==> config.mk <==
export PLATFORM = sky130hd
export DESIGN_NAME = rsc_reset_cause
export DESIGN_NICKNAME = d
export VERILOG_FILES = /design/src/core/rsc_pkg.sv /design/src/core/rsc_reset_cause.sv
export SDC_FILE = /design/constraint.sdc
export NUM_CORES = 1
export LEC_CHECK = 0
export BUFFER_PORTS_ARGS = -buffer_cell sky130_fd_sc_hd__buf_2
export CAP_MARGIN = 15
export CORE_MARGIN = 2
export CORE_UTILIZATION = 47
export CTS_BUF_LIST = sky130_fd_sc_hd__clkbuf_16
export CTS_CLUSTER_DIAMETER = 30
export DETAILED_ROUTE_END_ITERATION = 10
export PLACE_DENSITY = 0.69
export RECOVER_POWER = 25
export SYNTH_ARGS = -nofsm -noshare
export SYNTH_HDL_FRONTEND = slang
export SYNTH_SLANG_ARGS = --single-unit
==> constraint.sdc <==
create_clock -name i_ref_clk -period 4.8 [get_ports i_ref_clk]
set_input_delay 0.72 -clock i_ref_clk [delete_from_list [all_inputs] [get_ports i_ref_clk]]
set_output_delay 0.72 -clock i_ref_clk [all_outputs]
set_load 0.02 [all_outputs]
==> src/core/rsc_pkg.sv <==
// Package with constants and carrier types for the reset source and cause logic
// What this block does
// RL1 - Low-power brown-out holds reset, clears brown-out flag
// RL2 - Low-power detector enabled by config bit only
// RL3 - Pin reset off only when both bits zero
// RL4 - Enabled pin held low keeps device reset
// RL5 - Short low pin pulses are filtered out
// RL6 - Reset never drives the pin low
// RL7 - Disabled pin is input, pull-up software controlled
// RL8 - Watchdog timeout resets, updates timeout/powerdown bits
// RL9 - Reset instruction resets, clears its flag only
// RL10 - Stack fault resets only when enabled, sets flag
// RL11 - Programming exit behaves exactly like power-on
// RL12 - Power-up timer optionally delays after power-on/brown-out
// RL13 - Timer nominal 64 ms, enabled when bit clear
// RL14 - Start needs timer done, then pin released
// RL15 - Pin release after expiry: start 10 cycles later
// RL16 - Every reset updates flags; vector 0000h except wake
// RL17 - Power-on sets status 11, cause 00 110x
// RL18 - Pin reset awake clears only pin flag
// RL19 - Pin reset asleep: pin flag 0, timeout 1, powerdown 0
// RL20 - Interrupt wake resumes PC+1, vector 0004h if enabled
// RL21 - Power control register holds seven cause flags
// RL22 - Software sets power-on and brown-out flags again
// RL23 - Combined reset released synchronously to the clock
package rsc_pkg;

   // Clock rate and timing
   localparam int CLK_HZ = 50_000_000;
   localparam int PWRUP_DELAY_MS = 64;
   localparam int PWRUP_DELAY_CYC = PWRUP_DELAY_MS * (CLK_HZ / 1000);
   localparam int PIN_RELEASE_CYC = 10;
   localparam int PIN_FILTER_CYC = 4;

   // Vectors
   localparam logic [14:0] RESET_VECTOR = 15'h0000;
   localparam logic [14:0] IRQ_VECTOR = 15'h0004;

   // Power control register bit positions
   localparam int PWRCTL_STACK_OVF_BIT = 7;
   localparam int PWRCTL_STACK_UNF_BIT = 6;
   localparam int PWRCTL_WDT_BIT = 4;
   localparam int PWRCTL_PIN_BIT = 3;
   localparam int PWRCTL_INSTR_BIT = 2;
   localparam int PWRCTL_POR_BIT = 1;
   localparam int PWRCTL_BROWNOUT_BIT = 0;

   // Power control value written on power-on (brown-out bit cleared too)
   localparam logic [7:0] PWRCTL_POR_VALUE = 8'h1c;
   // Bits forced on brown-out: pin and instruction flags set, rest kept or cleared
   localparam logic [7:0] PWRCTL_BROWNOUT_VALUE = 8'h0c;
   localparam logic [7:0] PWRCTL_WR_MASK = 8'hdf;

   // Register port
   localparam logic [1:0] ADDR_PWRCTL = 2'h0;
   localparam logic [1:0] ADDR_STATUS = 2'h1;

   // Sequencer states
   typedef enum logic [1:0] {
      SEQ_HOLD = 2'b00,
      SEQ_PWRUP = 2'b01,
      SEQ_PIN_WAIT = 2'b10,
      SEQ_RUN = 2'b11
   } rsc_seq_type;

   // Configuration word bits
   typedef struct packed {
      logic lp_brownout_en;
      logic ext_reset_pin_enable;
      logic low_voltage_program_enable;
      logic stack_fault_reset_enable;
      logic powerup_delay_enable_n;
   } rsc_cfg_type;

   // Reset and wake events from the core and detectors
   typedef struct packed {
      logic por;
      logic prog_exit;
      logic brownout;
      logic lp_brownout_low;
      logic wdt_timeout;
      logic wdt_in_sleep;
      logic reset_instr;
      logic stack_overflow;
      logic stack_underflow;
      logic irq_wake;
      logic sleeping;
      logic global_irq_enable;
   } rsc_evt_type;

   // Register access port
   typedef struct packed {
      logic [1:0] addr;
      logic [7:0] wdata;
      logic wr;
      logic rd;
   } rsc_reg_type;

   // All state of the block
   typedef struct packed {
      rsc_seq_type seq;
      logic [31:0] pwrup_cnt;
      logic pwrup_done;
      logic [3:0] rel_cnt;
      logic [3:0] filt_cnt;
      logic pin_low;
      logic sync_a;
      logic core_rst;
      logic [7:0] pwr_ctl;
      logic timeout_status_n;
      logic powerdown_status_n;
      logic [7:0] rdata;
      logic [14:0] vector;
      logic vector_load;
   } rsc_state_type;

endpackage : rsc_pkg

==> src/core/rsc_reset_cause.sv <==
// Reset source combiner, start-up sequencer and reset cause recorder
`timescale 1ns/1ps
module rsc_reset_cause #(
   parameter int PWRUP_CYC = rsc_pkg::PWRUP_DELAY_CYC,
   parameter int FILTER_CYC = rsc_pkg::PIN_FILTER_CYC
) (
   // Clock and reset
   input wire logic i_ref_clk,
   input wire logic i_rst,
   // Configuration and events
   input wire rsc_pkg::rsc_cfg_type i_cfg,
   input wire rsc_pkg::rsc_evt_type i_evt,
   // External reset pin and its pull-up
   input wire logic i_ext_reset_pin,
   input wire logic i_sw_pullup,
   output logic o_ext_reset_pin_out,
   output logic o_ext_reset_pin_oe,
   output logic o_ext_reset_pin_pullup,
   output logic o_gpio_in,
   // Register port
   input wire rsc_pkg::rsc_reg_type i_reg,
   output logic [7:0] o_rdata,
   // Core side
   output logic o_core_rst,
   output logic o_vector_load,
   output logic [14:0] o_vector
);
   import rsc_pkg::*;

   // Elaboration check on parameters
   if (PWRUP_CYC < 1 || FILTER_CYC < 1 || FILTER_CYC > 15) begin : g_bad
      $error("rsc_reset_cause: bad parameter");
   end

   rsc_state_type st;
   rsc_state_type next_st;
   logic pin_en;      // Pin reset function active
   logic lp_brownout_hit;   // Low-power detector reports low supply
   logic por_like;    // Power-on or programming exit
   logic pin_hold;    // Filtered pin held low
   logic any_async;   // Reset source that restarts the power-up timer
   logic stack_rst;   // Enabled stack fault

   // Pin enable decode and pin-side outputs
   always_comb begin
      pin_en = i_cfg.ext_reset_pin_enable | i_cfg.low_voltage_program_enable; // [RL3]
      lp_brownout_hit = i_cfg.lp_brownout_en & i_evt.lp_brownout_low; // [RL2]
      por_like = i_evt.por | i_evt.prog_exit; // [RL11]
      pin_hold = pin_en & st.pin_low; // [RL4]
      stack_rst = i_cfg.stack_fault_reset_enable
         & (i_evt.stack_overflow | i_evt.stack_underflow); // [RL10]
      any_async = por_like | i_evt.brownout | lp_brownout_hit;
   end

   // Pin never driven; pull-up forced only while pin reset enabled
   assign o_ext_reset_pin_out = 1'b0; // [RL6]
   assign o_ext_reset_pin_oe = 1'b0; // [RL6]
   assign o_ext_reset_pin_pullup = pin_en ? 1'b1 : i_sw_pullup; // [RL7]
   assign o_gpio_in = i_ext_reset_pin; // [RL7]
   assign o_rdata = st.rdata;
   assign o_core_rst = st.core_rst; // [RL23]
   assign o_vector = st.vector;
   assign o_vector_load = st.vector_load;

   // Next-state logic
   always_comb begin
      next_st = st;
      next_st.vector_load = 1'b0;
      next_st.rdata = 8'h00;
      // Pin noise filter: low must persist FILTER_CYC + 1 cycles
      if (i_ext_reset_pin) begin
         next_st.filt_cnt = 4'h0;
         next_st.pin_low = 1'b0;
      end else if (st.filt_cnt >= FILTER_CYC[3:0]) begin
         next_st.pin_low = 1'b1; // [RL5]
      end else begin
         next_st.filt_cnt = st.filt_cnt + 4'h1; // [RL5]
      end
      // Software writes to flags; hardware updates below win
      if (i_reg.wr && i_reg.addr == ADDR_PWRCTL) begin
         next_st.pwr_ctl = i_reg.wdata & PWRCTL_WR_MASK; // [RL22]
      end
      // Power-up timer runs independent of the pin
      if (!st.pwrup_done) begin
         if (st.pwrup_cnt >= PWRUP_CYC - 1) begin
            next_st.pwrup_done = 1'b1; // [RL13]
         end else begin
            next_st.pwrup_cnt = st.pwrup_cnt + 32'h1;
         end
      end
      // Sequencer
      case (st.seq)
         SEQ_HOLD: begin
            next_st.core_rst = 1'b1;
            next_st.seq = SEQ_PWRUP;
         end
         SEQ_PWRUP: begin
            // Wait for timer if enabled (bit clear)
            if (st.pwrup_done || i_cfg.powerup_delay_enable_n) begin
               next_st.seq = SEQ_PIN_WAIT; // [RL12] [RL14]
               next_st.rel_cnt = 4'h0;
            end
         end
         SEQ_PIN_WAIT: begin
            if (pin_hold) begin
               next_st.rel_cnt = 4'h0; // [RL14]
            end else if (st.rel_cnt >= PIN_RELEASE_CYC[3:0] - 4'h1) begin
               next_st.seq = SEQ_RUN; // [RL15]
               next_st.core_rst = 1'b0;
               next_st.vector = RESET_VECTOR; // [RL16]
               next_st.vector_load = 1'b1;
            end else begin
               next_st.rel_cnt = st.rel_cnt + 4'h1; // [RL15]
            end
         end
         SEQ_RUN: begin
            // Interrupt wake from sleep: PC+1, then vector if enabled
            if (i_evt.irq_wake && i_evt.sleeping) begin
               next_st.timeout_status_n = 1'b1; // [RL20]
               next_st.powerdown_status_n = 1'b0;
               if (i_evt.global_irq_enable) begin
                  next_st.vector = IRQ_VECTOR; // [RL20]
                  next_st.vector_load = 1'b1;
               end
            end
            if (i_evt.wdt_timeout && i_evt.sleeping) begin
               next_st.timeout_status_n = 1'b0; // Watchdog wake
               next_st.powerdown_status_n = 1'b0;
            end
         end
         default: next_st.seq = SEQ_HOLD;
      endcase
      // Synchronous reset sources, recorded then sequenced
      if (pin_hold && st.seq == SEQ_RUN) begin
         next_st.pwr_ctl[PWRCTL_PIN_BIT] = 1'b0; // [RL18]
         if (i_evt.sleeping) begin
            next_st.timeout_status_n = 1'b1; // [RL19]
            next_st.powerdown_status_n = 1'b0;
         end
         next_st.core_rst = 1'b1; // [RL4]
         next_st.seq = SEQ_PIN_WAIT;
         next_st.rel_cnt = 4'h0;
      end
      if (i_evt.wdt_timeout && !i_evt.sleeping) begin
         next_st.pwr_ctl[PWRCTL_WDT_BIT] = 1'b0; // [RL8]
         next_st.timeout_status_n = 1'b0; // [RL8]
         next_st.core_rst = 1'b1;
         next_st.seq = SEQ_HOLD;
      end
      if (i_evt.reset_instr) begin
         next_st.pwr_ctl[PWRCTL_INSTR_BIT] = 1'b0; // [RL9]
         next_st.core_rst = 1'b1;
         next_st.seq = SEQ_HOLD;
      end
      if (stack_rst) begin
         if (i_evt.stack_overflow) next_st.pwr_ctl[PWRCTL_STACK_OVF_BIT] = 1'b1; // [RL10]
         if (i_evt.stack_underflow) next_st.pwr_ctl[PWRCTL_STACK_UNF_BIT] = 1'b1; // [RL10]
         next_st.core_rst = 1'b1;
         next_st.seq = SEQ_HOLD;
      end
      // Brown-out from either detector: restarts timer
      // Watchdog and power-on flags kept, stack flags cleared
      if (i_evt.brownout || lp_brownout_hit) begin
         next_st.pwr_ctl = (st.pwr_ctl & 8'h12) | PWRCTL_BROWNOUT_VALUE; // [RL1] [RL16]
         next_st.pwr_ctl[PWRCTL_BROWNOUT_BIT] = 1'b0; // [RL1]
         next_st.timeout_status_n = 1'b1;
         next_st.powerdown_status_n = 1'b1;
      end
      // Power-on or programming exit
      if (por_like) begin
         next_st.pwr_ctl = PWRCTL_POR_VALUE; // [RL17] [RL11]
         next_st.timeout_status_n = 1'b1; // [RL17]
         next_st.powerdown_status_n = 1'b1;
      end
      if (any_async) begin
         next_st.core_rst = 1'b1; // [RL1]
         next_st.seq = SEQ_HOLD;
         next_st.pwrup_cnt = 32'h0; // [RL12]
         next_st.pwrup_done = 1'b0;
      end
      // Read data, one cycle after strobe
      if (i_reg.rd) begin
         case (i_reg.addr)
            ADDR_PWRCTL: next_st.rdata = st.pwr_ctl; // [RL21]
            ADDR_STATUS: next_st.rdata = {6'h00, st.timeout_status_n,
                                          st.powerdown_status_n};
            default: next_st.rdata = 8'h00;
         endcase
      end
   end

   // State register; reset leaves cause as after power-on
   always_ff @(posedge i_ref_clk) begin
      if (i_rst) begin
         st <= '0;
         st.seq <= SEQ_HOLD;
         st.core_rst <= 1'b1;
         st.pwr_ctl <= PWRCTL_POR_VALUE; // [RL17]
         st.timeout_status_n <= 1'b1;
         st.powerdown_status_n <= 1'b1;
      end else begin
         st <= next_st; // [RL23]
      end
   end

endmodule : rsc_reset_cause

# Word-level counts from Yosys, hierarchy flattened
# Index checks and enable logic that the tools add are counted.
[word_totals]
inputBits = 33
mem_bits_ro = 0
wordCells = 118
reg_bits = 78
out_inout_bits = 29
latch_bits = 0
ramBits = 0
mem_count = 0
[classes]
eq_ne = 13
n_reduce_logical = 34
multipliers = 0
n_shift = 0
order_cmp = 3
muxes = 34
n_bitwise = 12
add_sub_neg = 3
div_mod_pow = 0
[ops]
columns = ["cell", "n"]
rows = [
  ["$mux W16", 4],
  ["$add A32 B1 Y32 const B", 1],
  ["$ge A32 B22 Y1 const B", 1],
  ["$pmux W16 S2", 1],
  ["$mux W2", 10],
  ["$pmux W8 S2", 1],
  ["$mux W4", 3],
  ["$ne A3 B3 Y1 const B", 4],
  ["$reduce_bool A2 Y1", 6],
  ["$mux W1", 11],
  ["$ne A2 B2 Y1 const B", 5],
  ["$reduce_or A2 Y1", 5],
  ["$add A4 B1 Y4 const B", 2],
  ["$mux W8", 1],
  ["$pmux W4 S2", 1],
  ["$reduce_and A4 Y1", 2],
  ["$pmux W2 S3", 1],
  ["$reduce_and A2 Y1", 3],
  ["$reduce_and A3 Y1", 2],
  ["$reduce_or A6 Y1", 1],
  ["$logic_and A1 B1 Y1", 5],
  ["$or A1 B1 Y1", 5],
  ["$reduce_and A5 Y1", 1],
  ["$reduce_or A5 Y1", 1],
  ["13 further kinds", 22],
]

# Logic depth before layout (Yosys ltp)
# Gate-level depths: netlist of the first run.
[logic_depth]
ltp_word = 7
ltp_mapped = 7

# Worst setup path before layout of the first run
# Ideal clock, no wire load.
[synth_timing]
path_kind = "reg-to-reg"
startpoint = "register st[46] in the netlist's numbering"
endpoint = "register st[54] in the netlist's numbering"
path_slack_ps = 2759
t_arrival_ps = 1969
setup_ps = 72
synth_period_minus_slack_ps = 2041
path_stages_with_launch = 8
cell_sequence = "dfxtp_1 > ha_1 > and2_0 > nor4b_1 > o41a_1 > buf_6 > or3_1 > a21oi_1"
[synth_between]
elab_chain_cells = 3
elab_cells_between_ends = 4
cone_classes = "1 x add/sub; 1 x order compare; 1 x bitwise; 1 x reduce/logical"
[synth_lines]
columns = ["item", "line_no", "source"]
rows = [
  ["start: declaration", "rsc_reset_cause.sv:35", "rsc_state_type st;"],
  ["start signal: assignment", "rsc_reset_cause.sv:202", "st <= next_st;"],
  ["$ge A32 B22 Y1", "rsc_reset_cause.sv:85", "if (st.pwrup_cnt >= PWRUP_CYC - 1) begin"],
  ["$not A1 Y1 (no line)", "n/a", ""],
  ["$reduce_and A2 Y1 (no line)", "n/a", ""],
]
# Several ways; a longest one is shown, not always the timed one.
# A chain may end at the register's enable or synchronous reset.

# Worst setup path after layout of the first run
[layout_timing]
startpoint = "register st[46] in the netlist's numbering"
endpoint = "register st[67] in the netlist's numbering"
# Same word-level chain as after synthesis.

==> summary.md, run 1 <==
| Metric | Value |
|---|---|
| CTS tree | `yes` |
| DRC viols | `0` |
| Ys flop type | `dfxtp_1` |
| Synth warn | `0` |
| Gr ovfl total | `0` |
| GRT met1 Usage | `24.0%` |
| Rel. slew slack | `between 30% and 40%` |
| WL per Instance | `roughly 13 um` |
| Crit path DAT | `approximately 2.9 ns` |
| Final Core Density | `between 50% and 60%` |
| Post-DRT Antenna Nets | `0` |
| Synthesized area per cell | `8.80 um^2` |
| Nets | `~420` |
| First-pass iteration count of the detailed router | `4` |
| Vias post-DR | `approximately 2500` |
| Max Fclk | `378 MHz` |
| All-Layer GR Usage | `between 10% and 20%` |
| Setup_tns | `0 ns` |
| DIE AREA | `roughly 7000 um^2` |
| Worst hold slack | `~0.44 ns` |
| First-pass GRT wire length | `about 10000 um` |
| Peak VDD IR | `approximately 0.29 mV` |
| Worst skew pair latency | `around 0.33 ns` |
| Via density | `about 5.3` |
| Sequential element share of the synthesized area | `between 40% and 50%` |
| Status | `complete, no violations` |
| RSZ-0062 raised after global routing | `no` |
| GPL Wtd Cong | `approximately 0.82` |
| Crit end category | `flip-flop` |
| Iter 0 DRT Violations | `96` |
| Clock-pin slew on the worst setup and hold paths | `about 0.050 ns` |
| Final Critical Period | `between 2 and 3 ns` |
| Initial antenna violation count | `0` |
| Asr flop ratio synth | `0%` |
| Post-Layout Cell Count | `between 400 and 500` |
| Critical path peak fanout | `28` |
| H-tree depth | `3` |
| EDFF count, synth | `0` |
| Largest net degree at the start of global routing | `29` |
| LEAKAGE | `roughly 0.0014 uW` |
| Worst setup SP type | `flip-flop` |
| Worst path required time | `~5 ns` |
| Cells after synthesis | `340` |
| Final WL | `~6000 um` |
| Distinct cells, synth | `48` |
| Port Buf Inserts | `42` |
| DP HPWL | `4110 um` |
| Die Y | `83.8 um` |
| Overall power | `1240 uW` |
| # clock sinks | `63` |
| Clk buf depth | `2` |
| Die width | `~84 um` |
| Max_cap viols | `0` |
| Initial Utilization | `between 40% and 50%` |
| Fillers | `around 570` |
| Number of I/O pins | `62` |
| Antenna diodes | `0` |
| Inst Count DP | `between 400 and 500` |
| Resize count post-CTS | `0` |
| Root Buffer | `clkbuf_16` |
| CTS Buf Count | `9` |
| Area Overhead vs Synth | `15.3%` |
| GRT busiest layer | `met2` |
| Class of the worst hold path | `reg2reg` |
| Final Hold Fails | `0` |
| Mapped Area | `between 2000 and 3000 um^2` |
| Share of post-route cells with drive strength above 1 | `between 15 and 20%` |
| CTS Hold Bufs | `0` |
| Synthesized flop and latch total | `63` |
| Worst setup path class | `reg2reg` |
| Met3 usage in global routing | `under 10%` |
| Endpoints failing setup | `0` |
| Actual slew at the worst max-slew pin | `0.925 ns` |
| Core Footprint | `between 6000 and 7000 um^2` |
| Power per standard cell area | `361 nW/um^2` |
| Post-CTS Setup Bufs | `0` |
| Global-route met2 utilization | `27.4%` |
| Site row count | `29` |
| Final Skew | `around 0.0076 ns` |
| Slew Viols, Final | `0` |
| Period utilization | `between 50 and 60%` |
| Vias in the first global route | `between 2000 and 2500` |
area by class of cell:
cell class / instances / area [um^2] / share of cell area [%]
timing repair buffer: 45 / 228 / 6.60
sequential: 63 / 1260 / 36.6
multi-input combinational: 251 / 1530 / 44.3
clock buffer: 9 / 225 / 6.53
clock inverter: 7 / 80.1 / 2.32
tap: 77 / 96.3 / 2.79
inverter: 8 / 30.0 / 0.871
synth_stat cells (all sizes together) (2+ instances only):
| master | n | area share, % |
|---|---|---|
| dfxtp | 63 | 42 |
| buf | 28 | 7.0 |
| a21oi | 27 | 4.5 |
| nor2 | 26 | 3.3 |
| nand2 | 24 | 3.0 |
| o21ai | 18 | 3.0 |
| nand3 | 15 | 2.7 |
| or3 | 15 | 3.1 |
| nor3 | 14 | 2.5 |
| and3 | 12 | 2.5 |
| and2 | 11 | 2.3 |
| ha | 11 | 4.6 |
| mux2i | 9 | 3.0 |
| inv | 8 | 1.0 |
| nand4 | 8 | 1.7 |
| clkbuf | 6 | 0.75 |
| nor4 | 5 | 2.0 |
| o31ai | 5 | 1.3 |
| or4 | 5 | 1.3 |
| xnor2 | 4 | 1.2 |
| a211oi | 2 | 0.50 |
| a21o | 2 | 0.50 |
| nor3b | 2 | 0.50 |
| o21a | 2 | 0.50 |
path summary, 6_finish.rpt:
path | start | end | slack, ns | depth (start not counted)
worst min register to register | st[24]$_SDFFE_PP1P_ | st[24]$_SDFFE_PP1P_ | 0.44 | 2
worst min-delay path | st[24]$_SDFFE_PP1P_ | st[24]$_SDFFE_PP1P_ | 0.44 | 2
worst max-delay path | st[46]$_SDFFE_PP0P_ | st[67]$_SDFFE_PP0P_ | 2.15 | 6
worst max register to register | st[46]$_SDFFE_PP0P_ | st[67]$_SDFFE_PP0P_ | 2.15 | 6
metrics by stage:
stage | area [um^2] | worst slack [ns]
2_1_floorplan | 3050 | 2.76
3_3_place_gp | 3150 | 2.29
3_5_place_dp | 3150 | 2.22
4_1_cts | 3450 | 2.17
5_1_grt | 3450 | 1.87
6_report | 3450 | 2.15
worst max-delay path, stage by stage (launching register included):
cell,delay [ns]
dfxtp_1,0.39
ha_1,0.20
and2_0,0.36
nor4b_1,0.42
o41a_1,0.77
nor4_1,0.18
o21a_1,0.21
placed cells by master (no fill, tap or decap), types with 4 or more instances in the layout:
| master | count |
|---|---|
| dfxtp_1 | 63 |
| buf_2 | 41 |
| a21oi_1 | 27 |
| nor2_1 | 26 |
| nand2_1 | 24 |
| o21ai_0 | 18 |
| conb_1 | 17 |
| or3_1 | 15 |
| nand3_1 | 14 |
| nor3_1 | 13 |
| and3_1 | 12 |
| ha_1 | 11 |
| inv_1 | 10 |
| mux2i_1 | 9 |
| and2_1 | 9 |
| clkbuf_16 | 9 |
| nand4_1 | 8 |
| o31ai_1 | 5 |
| or4_1 | 5 |
| xnor2_1 | 4 |
sequential cells by signal (all words and copies together), names as in the netlist:
name	cells
st	53
o_rdata	7
o_core_rst	1
o_vector	1
o_vector_load	1
metal layers:
layer	share of wire (%)	vias to the layer above	routed length, um
li1	-	1259	-
met1	49	1136	2940
met2	45	57	2680
met3	4.6	7	273
met4	1.5	0	87
met5	0	-	0
kinds of logic (layout without fill, tap and decap cells):
family	count (synthesis)	in the layout	share of synthesized area (%)
AOI/OAI and AO/OA	68	68	13.8
xor gates and xnor gates	5	5	1.46
adders and majority gates	11	11	4.60
buffers and inverters	42	69	8.78
DFF	63	63	42.2
muxes	9	9	3.01
other	1	17	0.125
and+or+nand+nor	141	141	26.1
report_power, final:
group	internal, uW	leakage (uW)	switching (uW)	total, uW
combinational	17.9	0.000706	34.7	52.6
sequential	527	0.000508	1.53	528
clock	445	0.000157	217	662
total	990	0.00137	253	1240
(Power assumes the default switching activity.)
==> run 2: changes to the inputs <==
==> constraint.sdc (replaced) <==
create_clock -name i_ref_clk -period 2.7 [get_ports i_ref_clk]
set_input_delay 0.405 -clock i_ref_clk [delete_from_list [all_inputs] [get_ports i_ref_clk]]
set_output_delay 0.405 -clock i_ref_clk [all_outputs]
set_load 0.02 [all_outputs]
==> run 2 against run 1 <==
Sequential cell count stayed put. Highest routed layer unchanged. Sequential share of layout area is 0.25 points lower. Wire length is 2.0% higher. Global-route usage is 0.52 points higher. Clock power is 83% higher. Cell area is 0.69% higher. Register-to-register slack worse by 1.9 ns. Via count is 2.8% higher. Critical endpoint is now st[61]$_SDFFE_PP0P_. Final cell count is 0.43% higher. Fmax is 9.7% higher. Critical path depth stayed put.
==> summary.md, run 2 (same netlist as run 1, synthesis figures left out) <==
| Metric | Value |
|---|---|
| Actual slew at the worst max-slew pin | `0.845 ns (-0.0796 ns)` |
| Endpoints failing setup | `0 (unchanged)` |
| Area Overhead vs Synth | `16.1%` |
| Class of the worst hold path | `in2reg` |
| CTS Buf Count | `9 (unchanged)` |
| Vias post-DR | `2527 (+2.8%)` |
| Final WL | `6100 um (+2.0%)` |
| Antenna diodes | `0 (unchanged)` |
| Fillers | `572 (+1.2%)` |
| Met3 usage in global routing | `4.55% (+0.69 points)` |
| Worst min-delay path startpoint | `i_evt[5]` |
| Reg2Reg Depth | `6 (unchanged)` |
| Reg-to-reg setup timing slack | `0.29 ns (-1.87 ns)` |
| Overall power | `2240 uW (+80%)` |
| Most common cell after layout, fill and taps aside | `dfxtp_1` |
| Largest net degree at the start of global routing | `29 (unchanged)` |
| CTS tree | `yes` |
| First-pass GRT wire length | `10500 um (+1.8%)` |
| Period utilization | `89.3% (+34 points)` |
| RSZ-0062 raised after global routing | `no` |
| Critical path peak fanout | `28 (unchanged)` |
| Final Hold Fails | `0 (unchanged)` |
| All-Layer GR Usage | `18.5% (+0.52 points)` |
| # clock sinks | `63 (unchanged)` |
| WL per Instance | `13.2 um (+1.6%)` |
| Crit end category | `flip-flop` |
| Worst r2r src | `st[46]$_SDFFE_PP0P_` |
| Clk buf depth | `2 (unchanged)` |
| Clock-pin slew on the worst setup and hold paths | `0.06 ns (about the same)` |
| Via density | `5.47 (+2.3%)` |
| Power per standard cell area | `645 nW/um^2 (+79%)` |
| Design area | `3470 um^2 (+0.69%)` |
| Most flop-heavy register | `st` |
| Nets | `424 (+0.47%)` |
| Worst setup SP type | `flip-flop` |
| Hold Path Stages | `2 (unchanged)` |
| Status | `complete, no violations` |
| Worst hold slack | `0.295 ns (-0.148 ns)` |
| Final Critical Period | `2.41 ns (-0.234 ns)` |
| Setup_tns | `0 ns (unchanged)` |
| Worst setup path class | `reg2reg` |
| Crit path DAT | `2.67 ns (-0.19 ns)` |
| CTS Hold Bufs | `0 (unchanged)` |
| Share of post-route cells with drive strength above 1 | `17.1% (+1.2 points)` |
| Initial antenna violation count | `0 (unchanged)` |
| DRC viols | `0 (unchanged)` |
| Port Buf Inserts | `42 (unchanged)` |
| Gr ovfl total | `0 (unchanged)` |
| LEAKAGE | `0.00137 uW (+0.25%)` |
| Final Skew | `0.00677 ns (-0.000825 ns)` |
| Slew Viols, Final | `0 (unchanged)` |
| Root Buffer | `clkbuf_16` |
| Iter 0 DRT Violations | `146 (+52%)` |
| Max_cap viols | `0 (unchanged)` |
| Post-DP Area | `3160 um^2 (+0.48%)` |
| Number of I/O pins | `62 (unchanged)` |
| DIE AREA | `7020 um^2 (unchanged)` |
| Core Footprint | `6240 um^2 (unchanged)` |
| Most frequent cells in the layout | `dfxtp_1 (63), buf_2 (41), a21oi_1 (27)` |
| Reg2reg end | `st[61]$_SDFFE_PP0P_` |
| Initial Utilization | `47.9% (unchanged)` |
| Worst path required time | `2.96 ns (-2.05 ns)` |
| Post-DRT Antenna Nets | `0 (unchanged)` |
| Max Fclk | `415 MHz (+9.7%)` |
| Rel. slew slack | `43.7% (+5.5 points)` |
| Max reg flops | `53 (unchanged)` |
| GRT busiest layer | `met2` |
| Vias in the first global route | `2357 (+4.2%)` |
| Post-CTS Setup Bufs | `0 (unchanged)` |
| Die width | `83.8 um (unchanged)` |
| Worst hold path endpoint | `st[28]$_SDFFE_PP1P_` |
| Peak VDD IR | `0.384 mV (+34%)` |
| First-pass iteration count of the detailed router | `4 (unchanged)` |
| H-tree depth | `3 (unchanged)` |
| GPL Wtd Cong | `0.823 (+0.17%)` |
| Resize count post-CTS | `0 (unchanged)` |
| Worst skew pair latency | `0.33 ns (about the same)` |
| Global-route met2 utilization | `30.1% (+2.7 points)` |
| GRT met1 Usage | `22.8% (-1.1 points)` |
| Site row count | `29 (unchanged)` |
| Die Y | `83.8 um (unchanged)` |
| DP HPWL | `4290 um (+4.5%)` |
[run 2: final cells by class]
class,count,area [um^2],share of cell area [%]
Timing Repair Buffer,47,243,6.99
Clock buffer,9,225,6.49
Inverter,8,30.0,0.865
Multi-Input combinational cell,251,1530,44.0
Sequential cell,63,1260,36.3
Clock inverter,7,88.8,2.56
Tap cell,77,96.3,2.77
[run 2: worst max-delay path: stages (launching register included)]
cell	delay, ns
dfxtp_1	0.34
ha_1	0.23
and2_0	0.18
nor4b_1	0.16
o41a_1	0.69
or4_1	0.57
a21oi_1	0.17
[run 2: power by group]
group,internal (uW),total (uW),switching (uW)
sequential,936,939,2.75
combinational,32.1,93.9,61.8
clock,800,1210,406
[run 2: how the worst max path moves through the flow]
stage          cells past startpoint                start             endpoint  slack [ns]
6_report                           6  st[46]$_SDFFE_PP0P_  st[61]$_SDFFE_PP0P_        0.29
5_1_grt                            5  st[51]$_SDFFE_PP0P_  st[54]$_SDFFE_PP0P_        0.03
4_1_cts                            6  st[46]$_SDFFE_PP0P_  st[61]$_SDFFE_PP0P_        0.29
3_5_place_dp                       6  st[46]$_SDFFE_PP0P_  st[61]$_SDFFE_PP0P_        0.31
3_3_place_gp                       6  st[46]$_SDFFE_PP0P_  st[65]$_SDFFE_PP0P_        0.41
2_1_floorplan                      7  st[46]$_SDFFE_PP0P_  st[54]$_SDFFE_PP0P_        0.66
[run 2: metrics by stage]
stage                     instances  setup slack, ns  util [%]
after floorplan                 356            0.659         -
after global placement          446            0.405      50.7
after detailed placement        446            0.311      50.7
after CTS                       462            0.292      55.7
after global routing            462           0.0313      55.6
final                           462            0.289      55.6
[run 2: routing by layer]
metal | share of wire [%] | vias to the layer above | wire length [um]
met3 | 5.3 | 10 | 326
met5 | 0 | - | 0
met4 | 2.3 | 0 | 138
li1 | - | 1271 | -
met1 | 47 | 1176 | 2870
met2 | 45 | 70 | 2760
